## src/rtl/prsu_defines.vh

```
// Constants for the program counter and return stack unit
`ifndef PRSU_DEFINES_VH
`define PRSU_DEFINES_VH
// ---------------------------------------------------------------
// Register byte offsets on the APB
// ---------------------------------------------------------------
`define PRSU_OFS_STACK_PTR    12'h000
`define PRSU_OFS_TOP_UPPER    12'h004
`define PRSU_OFS_TOP_HIGH     12'h008
`define PRSU_OFS_TOP_LOW      12'h00C
`define PRSU_OFS_CNT_LOW      12'h010
`define PRSU_OFS_HIGH_LATCH   12'h014
`define PRSU_OFS_UPPER_LATCH  12'h018
`define PRSU_OFS_PC_VIEW      12'h01C
// ---------------------------------------------------------------
// Stack pointer register layout
// ---------------------------------------------------------------
`define PRSU_SP_FULL_BIT      7
`define PRSU_SP_UNF_BIT       6
`define PRSU_SP_MSB           4
`define PRSU_SP_RESET         5'h00
`define PRSU_SP_TOP           5'h1F
// ---------------------------------------------------------------
// Widths and reset values
// ---------------------------------------------------------------
`define PRSU_PC_W             21
`define PRSU_DEPTH            31
`define PRSU_PC_RESET         21'h000000
`define PRSU_PC_STEP          21'h000002
// ---------------------------------------------------------------
// Decoder operation codes
// ---------------------------------------------------------------
`define PRSU_OP_NONE          4'h0
`define PRSU_OP_CALL          4'h1
`define PRSU_OP_REL_CALL      4'h2
`define PRSU_OP_INT_ACK       4'h3
`define PRSU_OP_RETURN        4'h4
`define PRSU_OP_RET_LIT       4'h5
`define PRSU_OP_INT_RET       4'h6
`define PRSU_OP_PUSH          4'h7
`define PRSU_OP_POP           4'h8
`define PRSU_OP_JUMP          4'h9
// ---------------------------------------------------------------
// Quarter phases, one-hot
// ---------------------------------------------------------------
`define PRSU_Q1               4'h1
`define PRSU_Q2               4'h2
`define PRSU_Q3               4'h4
`define PRSU_Q4               4'h8
`endif

```

## src/rtl/prsu_core.v

```verilog
// Program counter, return stack and fast shadow unit of the core
//
// The APB register port and the register offsets were chosen for this implementation.
`timescale 1ns/1ps
`include "prsu_defines.vh"
`default_nettype none

module prsu_core (
  // Clock and reset
  input  wire        core_clk,
  input  wire        rst_b,
  // APB slave
  input  wire        psel,
  input  wire        penable,
  input  wire        pwrite,
  input  wire [11:0] paddr,
  input  wire [31:0] pwdata,
  output reg  [31:0] prdata,
  output reg         pready,
  output reg         pslverr,
  // Decoder and interrupt controller requests
  input  wire        op_valid,
  input  wire [3:0]  op_code,
  input  wire        op_fast,
  input  wire [20:0] op_target,
  input  wire        stack_fault_reset_enable,
  // Live core registers for the shadow copy
  input  wire [7:0]  status_in,
  input  wire [7:0]  working_register_in,
  input  wire [7:0]  bank_select_register_in,
  // Program memory fetch
  input  wire [15:0] fetch_word,
  // Outputs to the core
  output reg  [20:0] program_counter,
  output reg  [3:0]  phase,
  output reg  [15:0] instr_reg,
  output reg         exec_valid,
  output reg         device_reset_req,
  output reg         restore_strobe,
  output reg  [7:0]  restore_status,
  output reg  [7:0]  restore_working,
  output reg  [7:0]  restore_bank
);

  // ---------------------------------------------------------------
  // Reset release
  // ---------------------------------------------------------------
  reg        rst_meta;       // First synchroniser stage
  reg        rst_n;          // Released reset used by the design

  // Reset asserts at once, releases after two edges
  // Keeps the release of rst_b clear of the clock edge for all state
  always @(posedge core_clk or negedge rst_b) begin
    if (!rst_b) begin
      rst_meta <= 1'b0;
      rst_n    <= 1'b0;
    end else begin
      rst_meta <= 1'b1;
      rst_n    <= rst_meta;
    end
  end

  // ---------------------------------------------------------------
  // State
  // ---------------------------------------------------------------
  reg [20:0] stack_mem [1:`PRSU_DEPTH]; // Entry 0 has no storage
  reg [4:0]  stack_depth_field;         // Pointer
  reg        stack_full_flag;           // Sticky full
  reg        stack_underflow_flag;      // Sticky underflow
  reg [7:0]  counter_high_latch;        // Staging for counter bits 15:8
  reg [4:0]  counter_upper_latch;       // Staging for counter bits 20:16
  reg [7:0]  shadow_status;             // Fast shadow copies
  reg [7:0]  shadow_working;
  reg [7:0]  shadow_bank;
  reg        flush_next;                // Drop the prefetched word
  reg        hw_ptr_cycle;              // Pointer moved by hardware this cycle

  // ---------------------------------------------------------------
  // Decode of the request and the bus
  // ---------------------------------------------------------------
  // Requests outside the Q3 edge are ignored altogether
  wire       op_take   = op_valid & phase[2];         // Executed in Q3
  wire       is_call   = (op_code == `PRSU_OP_CALL) |
                         (op_code == `PRSU_OP_REL_CALL);
  wire       is_int    = (op_code == `PRSU_OP_INT_ACK);
  wire       is_ret    = (op_code == `PRSU_OP_RETURN) |
                         (op_code == `PRSU_OP_RET_LIT) |
                         (op_code == `PRSU_OP_INT_RET);
  wire       is_push   = op_take & (is_call | is_int |
                         (op_code == `PRSU_OP_PUSH));
  wire       is_pop    = op_take & (is_ret | (op_code == `PRSU_OP_POP));
  wire       is_jump   = op_take & (op_code == `PRSU_OP_JUMP);
  wire       pc_change = op_take & (is_call | is_int | is_ret |
                         (op_code == `PRSU_OP_JUMP));

  // Bus phases; a register only changes at the end of an access phase
  wire       bus_setup = psel & ~penable;
  wire       bus_acc   = psel & penable & pready;
  wire       bus_wr    = bus_acc & pwrite & ~pslverr;
  wire       bus_rd    = bus_acc & ~pwrite & ~pslverr;
  wire       wr_sp     = bus_wr & (paddr == `PRSU_OFS_STACK_PTR);
  wire       wr_low    = bus_wr & (paddr == `PRSU_OFS_CNT_LOW);
  wire       rd_low    = bus_rd & (paddr == `PRSU_OFS_CNT_LOW);
  wire       wr_top    = bus_wr & ((paddr == `PRSU_OFS_TOP_UPPER) |
                         (paddr == `PRSU_OFS_TOP_HIGH) |
                         (paddr == `PRSU_OFS_TOP_LOW));

  // Entry under the pointer, zero when the stack is empty
  wire [20:0] top_entry = (stack_depth_field == `PRSU_SP_RESET) ?
                          `PRSU_PC_RESET : stack_mem[stack_depth_field];
  wire        sp_at_top = (stack_depth_field == `PRSU_SP_TOP);
  wire [4:0]  sp_inc    = stack_depth_field + 5'h01;
  wire [4:0]  sp_dec    = stack_depth_field - 5'h01;
  // Push that reaches the last entry, and pop from empty
  wire        push_last = is_push & (sp_inc == `PRSU_SP_TOP);
  wire        pop_empty = is_pop & (stack_depth_field == `PRSU_SP_RESET);
  wire        fault_rst = stack_fault_reset_enable &
                          (push_last | pop_empty);

  // ---------------------------------------------------------------
  // Quarter phase generator
  // ---------------------------------------------------------------
  // Rotating one-hot Q1..Q4, one core clock each
  // Reset parks in Q4 so the first released edge opens Q1
  always @(posedge core_clk or negedge rst_n) begin
    if (!rst_n) begin
      phase <= `PRSU_Q4;
    end else begin
      case (phase)
        `PRSU_Q1: phase <= `PRSU_Q2;
        `PRSU_Q2: phase <= `PRSU_Q3;
        `PRSU_Q3: phase <= `PRSU_Q4;
        `PRSU_Q4: phase <= `PRSU_Q1;
        default:  phase <= `PRSU_Q1;
      endcase
    end
  end

  // ---------------------------------------------------------------
  // Fetch pipeline
  // ---------------------------------------------------------------
  // Word latched in Q4, executed during the next cycle
  // flush_next carries a counter change from the Q3 edge to the next Q4
  always @(posedge core_clk or negedge rst_n) begin
    if (!rst_n) begin
      instr_reg  <= 16'h0000;
      exec_valid <= 1'b0;
      flush_next <= 1'b0;
    end else begin
      if (pc_change | fault_rst) begin
        flush_next <= 1'b1;               // Prefetch is stale
      end
      if (phase[3]) begin
        instr_reg  <= fetch_word;
        // A flushed slot executes as a no-op
        exec_valid <= ~(flush_next | pc_change | fault_rst);
        flush_next <= 1'b0;
      end
    end
  end

  // ---------------------------------------------------------------
  // Program counter and latches
  // ---------------------------------------------------------------
  // Stack op outranks software write, which outranks the step
  always @(posedge core_clk or negedge rst_n) begin
    if (!rst_n) begin
      program_counter     <= `PRSU_PC_RESET;
      counter_high_latch  <= 8'h00;
      counter_upper_latch <= 5'h00;
    end else begin
      if (fault_rst) begin
        program_counter <= `PRSU_PC_RESET;        // Restart at vector zero
      end else if (pop_empty) begin
        program_counter <= `PRSU_PC_RESET;
      end else if (is_pop & is_ret) begin
        program_counter <= top_entry;
      end else if (op_take & (is_call | is_int | is_jump)) begin
        program_counter <= {op_target[20:1], 1'b0};
      end else if (wr_low) begin
        // Low byte write pulls both latches in
        program_counter <= {counter_upper_latch, counter_high_latch,
                            pwdata[7:1], 1'b0};
      end else if (phase[0]) begin
        program_counter <= program_counter + `PRSU_PC_STEP;
      end
      // Latch registers: software writes, or low byte read copies
      if (rd_low) begin
        counter_high_latch  <= program_counter[15:8];
        counter_upper_latch <= program_counter[20:16];
      end else if (bus_wr & (paddr == `PRSU_OFS_HIGH_LATCH)) begin
        counter_high_latch  <= pwdata[7:0];
      end else if (bus_wr & (paddr == `PRSU_OFS_UPPER_LATCH)) begin
        counter_upper_latch <= pwdata[4:0];
      end
    end
  end

  // ---------------------------------------------------------------
  // Stack pointer and flags
  // ---------------------------------------------------------------
  // Pointer moves on hardware ops; flags are set-wins sticky
  // hw_ptr_cycle guards the rest of the instruction cycle from software
  always @(posedge core_clk or negedge rst_n) begin
    if (!rst_n) begin
      stack_depth_field    <= `PRSU_SP_RESET;
      stack_full_flag      <= 1'b0;
      stack_underflow_flag <= 1'b0;
      device_reset_req     <= 1'b0;
      hw_ptr_cycle         <= 1'b0;
    end else begin
      device_reset_req <= fault_rst;
      if (phase[3]) begin
        hw_ptr_cycle <= 1'b0;
      end else if (is_push | is_pop) begin
        hw_ptr_cycle <= 1'b1;
      end
      // Pointer
      if (fault_rst) begin
        stack_depth_field <= `PRSU_SP_RESET;
      end else if (is_push) begin
        if (!sp_at_top) begin
          stack_depth_field <= sp_inc;
        end
      end else if (is_pop) begin
        if (!pop_empty) begin
          stack_depth_field <= sp_dec;
        end
      end else if (wr_sp & ~hw_ptr_cycle) begin
        stack_depth_field <= pwdata[4:0];
      end
      // A same-edge set beats a software clear so no event is lost
      // Full flag: software may only clear it
      if (push_last) begin
        stack_full_flag <= 1'b1;
      end else if (wr_sp & ~pwdata[`PRSU_SP_FULL_BIT]) begin
        stack_full_flag <= 1'b0;
      end
      // Underflow flag: software may only clear it
      if (pop_empty) begin
        stack_underflow_flag <= 1'b1;
      end else if (wr_sp & ~pwdata[`PRSU_SP_UNF_BIT]) begin
        stack_underflow_flag <= 1'b0;
      end
    end
  end

  // ---------------------------------------------------------------
  // Stack storage
  // ---------------------------------------------------------------
  // Push writes the new top; a stuck push at 31 writes nothing
  // Entry 0 is never written; pointer zero only marks an empty stack
  always @(posedge core_clk) begin
    if (is_push & ~sp_at_top) begin
      if (push_last & stack_fault_reset_enable) begin
        stack_mem[sp_inc] <= program_counter + `PRSU_PC_STEP;
      end else begin
        stack_mem[sp_inc] <= program_counter;
      end
    end else if (wr_top & (stack_depth_field != `PRSU_SP_RESET)) begin
      // Software replaces one byte of the top entry
      case (paddr)
        `PRSU_OFS_TOP_UPPER:
          stack_mem[stack_depth_field] <= {pwdata[4:0], top_entry[15:0]};
        `PRSU_OFS_TOP_HIGH:
          stack_mem[stack_depth_field] <= {top_entry[20:16], pwdata[7:0],
                                           top_entry[7:0]};
        default:
          stack_mem[stack_depth_field] <= {top_entry[20:8], pwdata[7:0]};
      endcase
    end
  end

  // ---------------------------------------------------------------
  // Fast shadow copy
  // ---------------------------------------------------------------
  // Loaded on vectoring or fast call, returned on fast return
  // Software has no path to the shadow; it is neither read nor written
  always @(posedge core_clk or negedge rst_n) begin
    if (!rst_n) begin
      shadow_status   <= 8'h00;
      shadow_working  <= 8'h00;
      shadow_bank     <= 8'h00;
      restore_strobe  <= 1'b0;
      restore_status  <= 8'h00;
      restore_working <= 8'h00;
      restore_bank    <= 8'h00;
    end else begin
      restore_strobe <= 1'b0;
      if (op_take & (is_int | (is_call & op_fast))) begin
        shadow_status  <= status_in;
        shadow_working <= working_register_in;
        shadow_bank    <= bank_select_register_in;
      end
      if (op_take & op_fast & ((op_code == `PRSU_OP_RETURN) |
                               (op_code == `PRSU_OP_INT_RET))) begin
        restore_strobe  <= 1'b1;
        restore_status  <= shadow_status;
        restore_working <= shadow_working;
        restore_bank    <= shadow_bank;
      end
    end
  end

  // ---------------------------------------------------------------
  // APB slave
  // ---------------------------------------------------------------
  reg [31:0] next_rdata;   // Read value for the addressed register
  reg        next_err;     // Unmapped address

  // Read multiplexer; unused upper bits read as zero
  // Unmapped offsets answer with an error and read as zero
  always @* begin
    next_err   = 1'b0;
    next_rdata = 32'h00000000;
    case (paddr)
      `PRSU_OFS_STACK_PTR:
        next_rdata = {24'h000000, stack_full_flag, stack_underflow_flag,
                      1'b0, stack_depth_field};
      `PRSU_OFS_TOP_UPPER:   next_rdata = {27'h0000000, top_entry[20:16]};
      `PRSU_OFS_TOP_HIGH:    next_rdata = {24'h000000, top_entry[15:8]};
      `PRSU_OFS_TOP_LOW:     next_rdata = {24'h000000, top_entry[7:0]};
      `PRSU_OFS_CNT_LOW:     next_rdata = {24'h000000, program_counter[7:0]};
      `PRSU_OFS_HIGH_LATCH:  next_rdata = {24'h000000, counter_high_latch};
      `PRSU_OFS_UPPER_LATCH: next_rdata = {27'h0000000, counter_upper_latch};
      `PRSU_OFS_PC_VIEW:     next_rdata = {11'h000, program_counter};
      default:               next_err   = 1'b1;
    endcase
  end

  // One wait-free access phase; data and error captured in setup
  // pslverr drops at the end of the access so it never stands in idle
  always @(posedge core_clk or negedge rst_n) begin
    if (!rst_n) begin
      prdata  <= 32'h00000000;
      pready  <= 1'b0;
      pslverr <= 1'b0;
    end else begin
      pready <= bus_setup;
      if (bus_setup) begin
        prdata  <= pwrite ? 32'h00000000 : next_rdata;
        pslverr <= next_err | (pwrite & (paddr == `PRSU_OFS_PC_VIEW));
      end else if (bus_acc) begin
        pslverr <= 1'b0;
      end
    end
  end

endmodule // prsu_core

`default_nettype wire

```

## config.mk

```make
export PLATFORM = sky130hd
export DESIGN_NAME = prsu_core
export DESIGN_NICKNAME = d
export VERILOG_FILES = /design/src/rtl/prsu_core.v
export VERILOG_INCLUDE_DIRS = /design/src /design/src/rtl
export SDC_FILE = /design/constraint.sdc
export NUM_CORES = 1
export LEC_CHECK = 0
export ABC_CLOCK_PERIOD_IN_PS = 4100
export BUFFER_PORTS_ARGS = -buffer_cell sky130_fd_sc_hd__buf_2
export CORE_ASPECT_RATIO = 1.4
export CORE_MARGIN = 8
export CORE_UTILIZATION = 50
export CTS_CLUSTER_DIAMETER = 40
export CTS_CLUSTER_SIZE = 20
export DETAILED_ROUTE_END_ITERATION = 8
export HOLD_SLACK_MARGIN = 0.1
export PLACE_DENSITY_LB_ADDON = 0.12
export SYNTH_ARGS = -nofsm -noshare
export SYNTH_HDL_FRONTEND = slang
export SYNTH_SLANG_ARGS = --single-unit
```

## constraint.sdc

```tcl
create_clock -name core_clk -period 4.1 [get_ports core_clk]
set_input_delay 0.205 -clock core_clk [delete_from_list [all_inputs] [get_ports core_clk]]
set_output_delay 0.205 -clock core_clk [all_outputs]
set_load 0.02 [all_outputs]
```

* After elaboration in Yosys (flattened, before gate mapping)
Memory sizes are Yosys's and may differ from the RTL's.
Index checks and enable logic that the tools add are counted.
** Storage, ports and cells
- Memories :: 1
- Register bits after elaboration :: 150
- Input port bits :: 117
- Memory bits (writable) :: 651
** Cells by class
- $add $sub $neg :: 3
- Equality and inequality tests :: 24
- Muxes and demuxes :: 57
- Reductions and logical operators :: 17
- Bitwise logic cells :: 64
** Memories
- stack_mem :: depth 31, bits a word 21, rd ports 1, clocked after memory_dff 0, wr ports 1, RTL line prsu_core.v:66 : reg [20:0] stack_mem [1:`PRSU_DEPTH];
** Operators with widths (count)
- 21-bit 2-to-1 mux :: 11
- 21-bit case mux with 8 select lines :: 1
- 5-bit 2-to-1 mux :: 10
- 12-bit by 5-bit equality test with 1-bit output (second input constant) :: 4
- 1-bit AND :: 34
- 32-bit 2-to-1 mux :: 1
- 1-bit 2-to-1 mux :: 31
- 12-bit by 4-bit equality test with 1-bit output (second input constant) :: 2
- 1-bit OR :: 22
- 21-bit by 2-bit adder with 21-bit output (second input constant) :: 1
- 21-bit OR reduction :: 1
- 4-bit by 3-bit equality test with 1-bit output (second input constant) :: 5
- 8-bit 2-to-1 mux :: 2
- 2-bit nonzero test :: 7
- 12-bit by 3-bit equality test with 1-bit output (second input constant) :: 1
- 4-bit by 2-bit equality test with 1-bit output (second input constant) :: 3
- 12-bit zero test :: 1
- 4-bit case mux with 3 select lines :: 1
- 5-bit equality test (second input constant) :: 2
- 4-bit by 1-bit equality test with 1-bit output (second input constant) :: 2
- 4-bit equality test (second input constant) :: 2
- 1-bit inverter :: 8
- 8-bit OR reduction :: 1
- 6-bit nonzero test :: 1
- other kinds (11) :: 11

* Depth between registers and ports, before layout
Gate-level depths: netlist of the first run.
- Depth after elaboration :: 13
- Mapped depth :: 16
- Mapped depth without buffers :: 9

* Worst setup path after synthesis of the first run
OpenSTA, ideal clock, no wires.
- Path type :: reg2reg
- Start :: register stack_depth_field[1]
- End :: memory stack_mem[10][0] (data pin)
- Required time :: 3.654 ns
- Clock period less this slack :: 4.733 ns
- Library setup time :: 0.446 ns
- Cell stages (with the launch flop) :: 15
- Data arrival time :: 4.287 ns
- Path buffers :: 8
- Setup slack :: -0.633 ns
- Cell sequence :: dfrtp_1 > clkbuf_2 > clkbuf_1 > buf_2 > buf_2 > clkbuf_1 > inv_1 > ha_1 > or4b_1 > buf_2 > nand3_1 > or4_1 > buf_4 > clkbuf_1 > o21ai_0
** On the way
- Longest elaborated chain between the ends :: 9
- Elaborated cells between the ends (all ways) :: 31
- Those cells by class :: add/sub (1); eq/ne (2); mux (17); bitwise (7); reduce/logical (3); memory (1)
** Ends and longest elaborated chain
- start: declaration :: RTL line prsu_core.v:67 : reg [4:0] stack_depth_field;
- start signal: assignment :: RTL line prsu_core.v:206 : stack_depth_field <= `PRSU_SP_RESET;
- start signal: assignment :: RTL line prsu_core.v:220 : stack_depth_field <= `PRSU_SP_RESET;
- start signal: assignment :: RTL line prsu_core.v:223 : stack_depth_field <= sp_inc;
- 5-bit by 1-bit adder with 5-bit output (tied with other cells) :: RTL line prsu_core.v:112 : wire [4:0] sp_inc = stack_depth_field + 5'h01;
- 5-bit equality test (no source line) (tied with other cells)
- 1-bit AND (tied with other cells) :: RTL line prsu_core.v:115 : wire push_last = is_push & (sp_inc == `PRSU_SP_TOP);
- 1-bit AND / 1-bit 2-to-1 mux (equally long branches) :: RTL line prsu_core.v:255, prsu_core.v:254
- 1-bit 2-to-1 mux (on tied branches) :: RTL line prsu_core.v:255, prsu_core.v:264, prsu_core.v:266
- 1-bit 2-to-1 mux / 1-bit OR (equally long branches)
- 1-bit 2-to-1 mux (not written as such) / 1-bit OR (equally long branches)
- 21-bit 2-to-1 mux (no source line) / 21-bit OR reduction (equally long branches)
- 21-bit 2-to-1 mux (no source line) (*)
- end: declaration :: RTL line prsu_core.v:66
Every way passes the cells marked *; elsewhere a longest branch is shown, timed or not.

* Worst setup path after layout of the first run
- Start :: register stack_depth_field[1]
- End :: memory stack_mem[12][10] (enable)
** On the way
- Longest elaborated chain between the ends :: 9
- Elaborated cells between the ends (all ways) :: 30
- Those cells by class :: add/sub (1); eq/ne (2); mux (17); bitwise (8); reduce/logical (2)
** Ends and longest elaborated chain (RTL line)
- 5-bit by 1-bit adder with 5-bit output (tied with other cells) :: prsu_core.v:112
- 5-bit equality test (no source line) (tied with other cells)
- 1-bit AND (tied with other cells) :: prsu_core.v:115
- 1-bit AND / 1-bit 2-to-1 mux (equally long branches) :: prsu_core.v:255, prsu_core.v:254
- 1-bit 2-to-1 mux (on tied branches) :: prsu_core.v:255, prsu_core.v:264, prsu_core.v:266
- 1-bit 2-to-1 mux / 1-bit OR (equally long branches)
- 1-bit 2-to-1 mux (no source line) (tied with other cells)
- 1-bit OR (no source line) / 21-bit OR reduction (equally long branches)
- 1-bit 2-to-1 mux (no source line) / 5-bit 2-to-1 mux (equally long branches)
Parallel ways exist; a longest one is shown, timed or not.

==> flow_summary.toml, run 1 <==
[worst_setup_path]
start_kind = "flip-flop"
worstPathCellList = "inv_1 -> ha_1 -> or4b_1 -> buf_4 -> nand3_1 -> or4_1 -> nor2_2 -> nor2_1 -> a32oi_1 -> nor2_4"
critPathKind = "reg -> reg"
worst_path_max_delay_cell = "nor2_4"
worst_ep_arrival_time_ps = 4170
reg2reg_slack_ps = 180
worst-path-buf-inv = 2
cpPeakStageDelay_ps = 940
critPathRequiredTime_ps = 4350
critPathTopFamily = "simple AND/OR/NAND/NOR gates"
worstPathMaxFanout = 21
worstSetupEndpointType = "flip-flop"

[floorplan]
die_height_um = 322
core_area_um2 = 66400
dieArea_um2 = 75500
start_util = 0.503
ios = 219
row_count = 112
die_w_um = 234

[clocking]
cts.path.max_buffers = 3
cts-buffers-inserted = 80
clk_latency_ps = 650
path_clk_slew_ps = 70
cts_tree = "built"
root_buffer = "clkbuf_16"
postCtsSetupBuffers = 0
h-tree-depth = 3
clkSinkCount = 790

[synth]
synth.area.top_cells = "edfxtp_1 58%, dfrtp_1 10%, mux2i_1 6.1%, mux4_2 4.7%, mux2_2 2.4%"
synth.avg_cell_area_um2 = 15.4
synth_most_common_cell = "edfxtp_1"
yosysWarnings = 0
synth.ff_latch_count = 790
netlist_area_um2 = 33400
synth.distinct_cells = 78
ys_async_sr_fraction = 0.176
synthTopCellsByCount = "651 x edfxtp_1, 203 x mux2i_1, 138 x dfrtp_1, 124 x nor2_1, 115 x nand2_1"
ys_seq_area_frac = 0.689
yosys_most_used_dff = "edfxtp_1"
netlist_instances = 2167
synth_edf_count = 651
yosysTopAreaCell = "edfxtp_1"
synth_top_area_share = 0.585

[timing]
fin_crit_ps = 3920
slew_headroom = 0.175
final.period_utilization = 0.956
final_max_slew_viol_count = 0
tns_ps = 0
tightest_slew_ps = 1220
skew_ps = 29.5
setup_viol = 0
rsz0062_at_grt = "false"
fin_ws_ps = 179
timing.fmax_ghz = 0.255
finalHoldViolations = 0

[final_layout]
max_flop_register = "stack_mem"
largest_reg_flops = 651
syn_to_final_growth_pct = 20.0
reg_top3 = "stack_mem (651), prdata (21), program_counter (21)"
finalNonFillerCells = 3443
fillerInstances = 5029
design.final.nets = 2645
finish.instance_area_um2 = 40100
drive_gt1_frac = 0.274

[grt]
grt.total_usage = 0.264
antenna_found_initial = 2
grt_pass1_vias = 21500
grt_max_degree = 87
grt_overflow = 0
grt_pass1_wl_um = 146000

[drt]
vias = 21200
drc = 0
dr.pass1.iters = 6
wl_um = 100000
wl_per_cell_um = 29.2
ant_nets = 0
drtIter0Drc = 2095
avgViaCountPerCell = 6.16

[pwr]
cellPowerDensity_nw_per_um2 = 558
vdd_ir_drop_max_mv = 0.368
leakagePower_nw = 15.4

[placement]
dp_slack_ps = 170
dp_cells = 3219
io_buffers = 182
dpl_cell_area_um2 = 36400
hpwl_um = 66600
place_congestion = 0.943

[status]
status = "complete, no violations"

[hold_path]
holdCritPathClass = "in -> reg"

[job]
max-cap-violations = 0
[cell usage in the layout, fill, tap and decap left out, types with 65 or more instances in the layout]
cell,count
a21oi_1,76
buf_2,182
clkbuf_16,82
nand2_1,115
mux2i_1,199
edfxtp_1,651
nor2_1,90
dlygate4sd3_1,75
mux2_2,72
o21ai_0,65
dfrtp_1,132
buf_4,147
mux4_2,69
[metal layers]
layer,vias to the layer above,global-route usage,wire length [µm]
li1,9176,-,-
met1,10900,0.322,37700
met2,904,0.456,50900
met3,269,0.0400,6860
met4,2,0.127,4950
met5,-,0,13
[worst min-delay path: cells and delay by family]
kind	cells	cell delay (ps)
simple gates	2	180
buf+inv	2	330
[logic make-up (layout without fill, tap and decap cells)]
kind of cell / Yosys count / count (layout) / share of synthesized area
other: 2 / 13 / 0.000225
muxes: 347 / 347 / 0.133
AOI/OAI and AO/OA: 383 / 383 / 0.0776
xor gates and xnor gates: 43 / 43 / 0.0113
DFF: 790 / 790 / 0.689
adders and majority gates: 6 / 6 / 0.00225
and+or+nand+nor: 430 / 430 / 0.0636
buffers and inverters: 166 / 576 / 0.0230
[repair_timing]
action / 4_1_cts / 5_1_grt
endpoints found under the setup margin: 0 / 37
gates resized for setup: 0 / 2
hold buffers: 75 / 0
endpoints found under the hold margin: 85 / 0
[path summary, 6_finish.rpt]
kind / from / to / cells after the start
setup reg to reg: stack_depth_field[1] / stack_mem[12][10] / 10
max in group asynchronous: rst_n / shadow_bank[2] / 1
hold reg to reg: rst_meta / rst_n / 0
hold / removal: op_code[2] / restore_strobe / 4
min in group asynchronous: rst_n / restore_status[5] / 0
setup / recovery: stack_depth_field[1] / stack_mem[12][10] / 10
[final cells by class]
class,instances,area [µm²],area share
sequential,790,23000,0.575
multi-input combinational,1221,10000,0.249
timing repair buffer,419,3060,0.0763
clock buffer,85,2060,0.0515
tap,855,1070,0.0267
clock inverter,62,817,0.0204
inverter,10,37.5,0.000936
antenna,1,2.50,0.0000624
[metrics by stage]
step	hold slack (ps)	power, W	util
after floorplan	-90.6	0.0124	-
final	132	0.0224	0.604
after CTS	102	0.0224	0.603
after global routing	150	0.0230	0.604
after global placement	-9.19	0.0144	0.548
after detailed placement	-7.96	0.0145	0.548
[power breakdown]
part	total (W)	internal, W	switching [W]
combinational	0.00465	0.00157	0.00307
sequential	0.00986	0.00956	0.000298
clock	0.00785	0.00441	0.00344
total	0.0224	0.0155	0.00681
Note: power is estimated with default switching activity, not from simulation.
==> run 2: changes to the inputs <==
- CORE_ASPECT_RATIO: 1.4 -> 0.8
==> flow_summary.toml, run 2 (same netlist as run 1, synthesis figures left out) <==
[final_layout]
mostFrequentLayoutCell = "edfxtp_1"
design.final.nets = 2626
max_flop_register = "stack_mem"
largest_reg_flops = 651
syn_to_final_growth_pct = 20.2
utilization = 0.609
fillerInstances = 4912
finalNonFillerCells = 3439
drive_gt1_frac = 0.272
layout_common_cells = "651 x edfxtp_1, 199 x mux2i_1, 182 x buf_2"
reg_top3 = "stack_mem (651), prdata (21), program_counter (21)"

[clocking]
h-tree-depth = 3
cts-buffers-inserted = 88
cts_tree = "built"
root_buffer = "clkbuf_16"
clkSinkCount = 790
cts.path.max_buffers = 3
path_clk_slew_ps = 70
clk_latency_ps = 640

[worst_setup_path]
worst-path-buf-inv = 3
critPathRequiredTime_ps = 4450
worstPathMaxFanout = 79
reg2reg_slack_ps = 290
worstPathCellList = "buf_4 -> buf_12 -> mux4_2 -> a22o_1 -> a211oi_1 -> nand3_2 -> mux2i_1 -> a21oi_2 -> buf_4"
worstSetupEndpointType = "flip-flop"
cp_common_cell = "buf_4"
rr_endpoint = "stack_mem[26][17]"
crit_start = "stack_depth_field[0]"
critPathKind = "reg -> reg"
timing.rr.start = "stack_depth_field[0]"
reg2regPathDepth = 9
worst_ep_arrival_time_ps = 4160
start_kind = "flip-flop"
critPathTopFamily = "multiplexers"
worst_path_max_delay_cell = "mux4_2"
cpPeakStageDelay_ps = 580

[floorplan]
ios = 219
dieArea_um2 = 75400
core_area_um2 = 65900
row_count = 84
die_w_um = 305
start_util = 0.507
die_height_um = 247

[drt]
vias = 21100
dr.pass1.iters = 5
drtIter0Drc = 1937
wl_per_cell_um = 27.9
drc = 0
ant_nets = 0
avgViaCountPerCell = 6.12
wl_um = 95900

[pwr]
cellPowerDensity_nw_per_um2 = 561
vdd_ir_drop_max_mv = 0.403
leakagePower_nw = 15.4
p_seq_frac = 0.438
swShare = 0.305
p_int_w = 0.0157
p_sw_w = 0.00688
clkPwrFrac = 0.361
comb_power_share = 0.200

[hold_path]
hold_depth = 5
holdCritPathClass = "in -> reg"
hold-path-endpoint = "pready"
min_from = "penable"

[timing]
finalHoldViolations = 0
timing.fmax_ghz = 0.263
slew_headroom = 0.141
rsz0062_at_grt = "false"
fin_crit_ps = 3810
tightest_slew_ps = 1290
skew_ps = 28.0
tns_ps = 0
final_max_slew_viol_count = 0
fin_ws_ps = 292
setup_viol = 0
final.period_utilization = 0.929

[grt]
antenna_found_initial = 1
grt.total_usage = 0.250
grt_overflow = 0
grt_pass1_wl_um = 141000
grt_pass1_vias = 21100
grt_max_degree = 80

[status]
status = "complete, no violations"

[placement]
io_buffers = 182
hpwl_um = 63900
dp_slack_ps = 36.0
dp_cells = 3199
place_congestion = 0.957

[job]
max-cap-violations = 0
-- run 2: cell types whose count changed in the layout (fill, tap and decap cells not counted), sizes merged --
cell and delta:
bufinv -3, clkbuf +8, clkinv +4, diode +1
dlygate4sd3 -1, buf -26, inv +8
-- run 2: cell type report --
cell class	instances	area (µm²)	area share
sequential	790	23000	0.574
antenna	2	5.00	0.000125
inverter	10	37.5	0.000935
clock buffer	93	2270	0.0566
timing repair buffer	392	2920	0.0728
tap	860	1080	0.0268
clock inverter	71	806	0.0201
multi-input combinational	1221	10000	0.249
-- run 2: worst register-to-register path, stage by stage (launching register included) --
cell and delay [ps]:
dfrtp_4 510, buf_4 240, buf_12 410, mux4_2 630
a22o_1 260, a211oi_1 460, nand3_2 390, mux2i_1 310
a21oi_2 80, buf_4 230
-- run 2: worst max path at each step --
stage	to	slack, ps	cells after the start
2_1_floorplan	stack_mem[10][18]	-320	13
6_report	stack_mem[26][17]	290	9
3_5_place_dp	stack_mem[25][17]	40	9
4_1_cts	stack_mem[22][17]	30	9
5_1_grt	stack_mem[13][9]	20	9
3_3_place_gp	stack_mem[25][17]	60	9
-- run 2: power by group through the flow --
| stage | clock [W] | sequential [W] | combinational (W) |
|---|---|---|---|
| final | 0.00814 | 0.00988 | 0.00452 |
| after global routing | 0.00860 | 0.00990 | 0.00481 |
| after CTS | 0.00828 | 0.00987 | 0.00450 |
| after detailed placement | 0 | 0.0100 | 0.00443 |
| after global placement | 0 | 0.0100 | 0.00435 |
| after floorplan | 0 | 0.00996 | 0.00247 |
-- run 2: layer usage --
layer / GRT usage / up-vias / share of wire / wire length (µm)
met4: 0.0675 / 0 / 0.024 / 2270
met2: 0.384 / 870 / 0.46 / 44000
met1: 0.359 / 10800 / 0.43 / 41400
met3: 0.0563 / 147 / 0.085 / 8130
met5: 0 / - / 0 / 0
li1: - / 9191 / - / -
-- run 2: timing repair --
action | CTS | global route
buffers inserted | 0 | 0
endpoints found under the setup margin | 0 | 62
resized for setup | 0 | 2
hold endpoints to repair | 83 | 0
hold buffers | 74 | 0
-- run 2: metrics by stage --
stage,power [W],instance area [µm²],hold WS [ps]
floorplan,0.0124,33700,-90.6
global placement,0.0144,36300,-8.04
detailed placement,0.0145,36300,-6.39
CTS,0.0227,40100,116
global route,0.0233,40200,155
finish,0.0225,40200,147
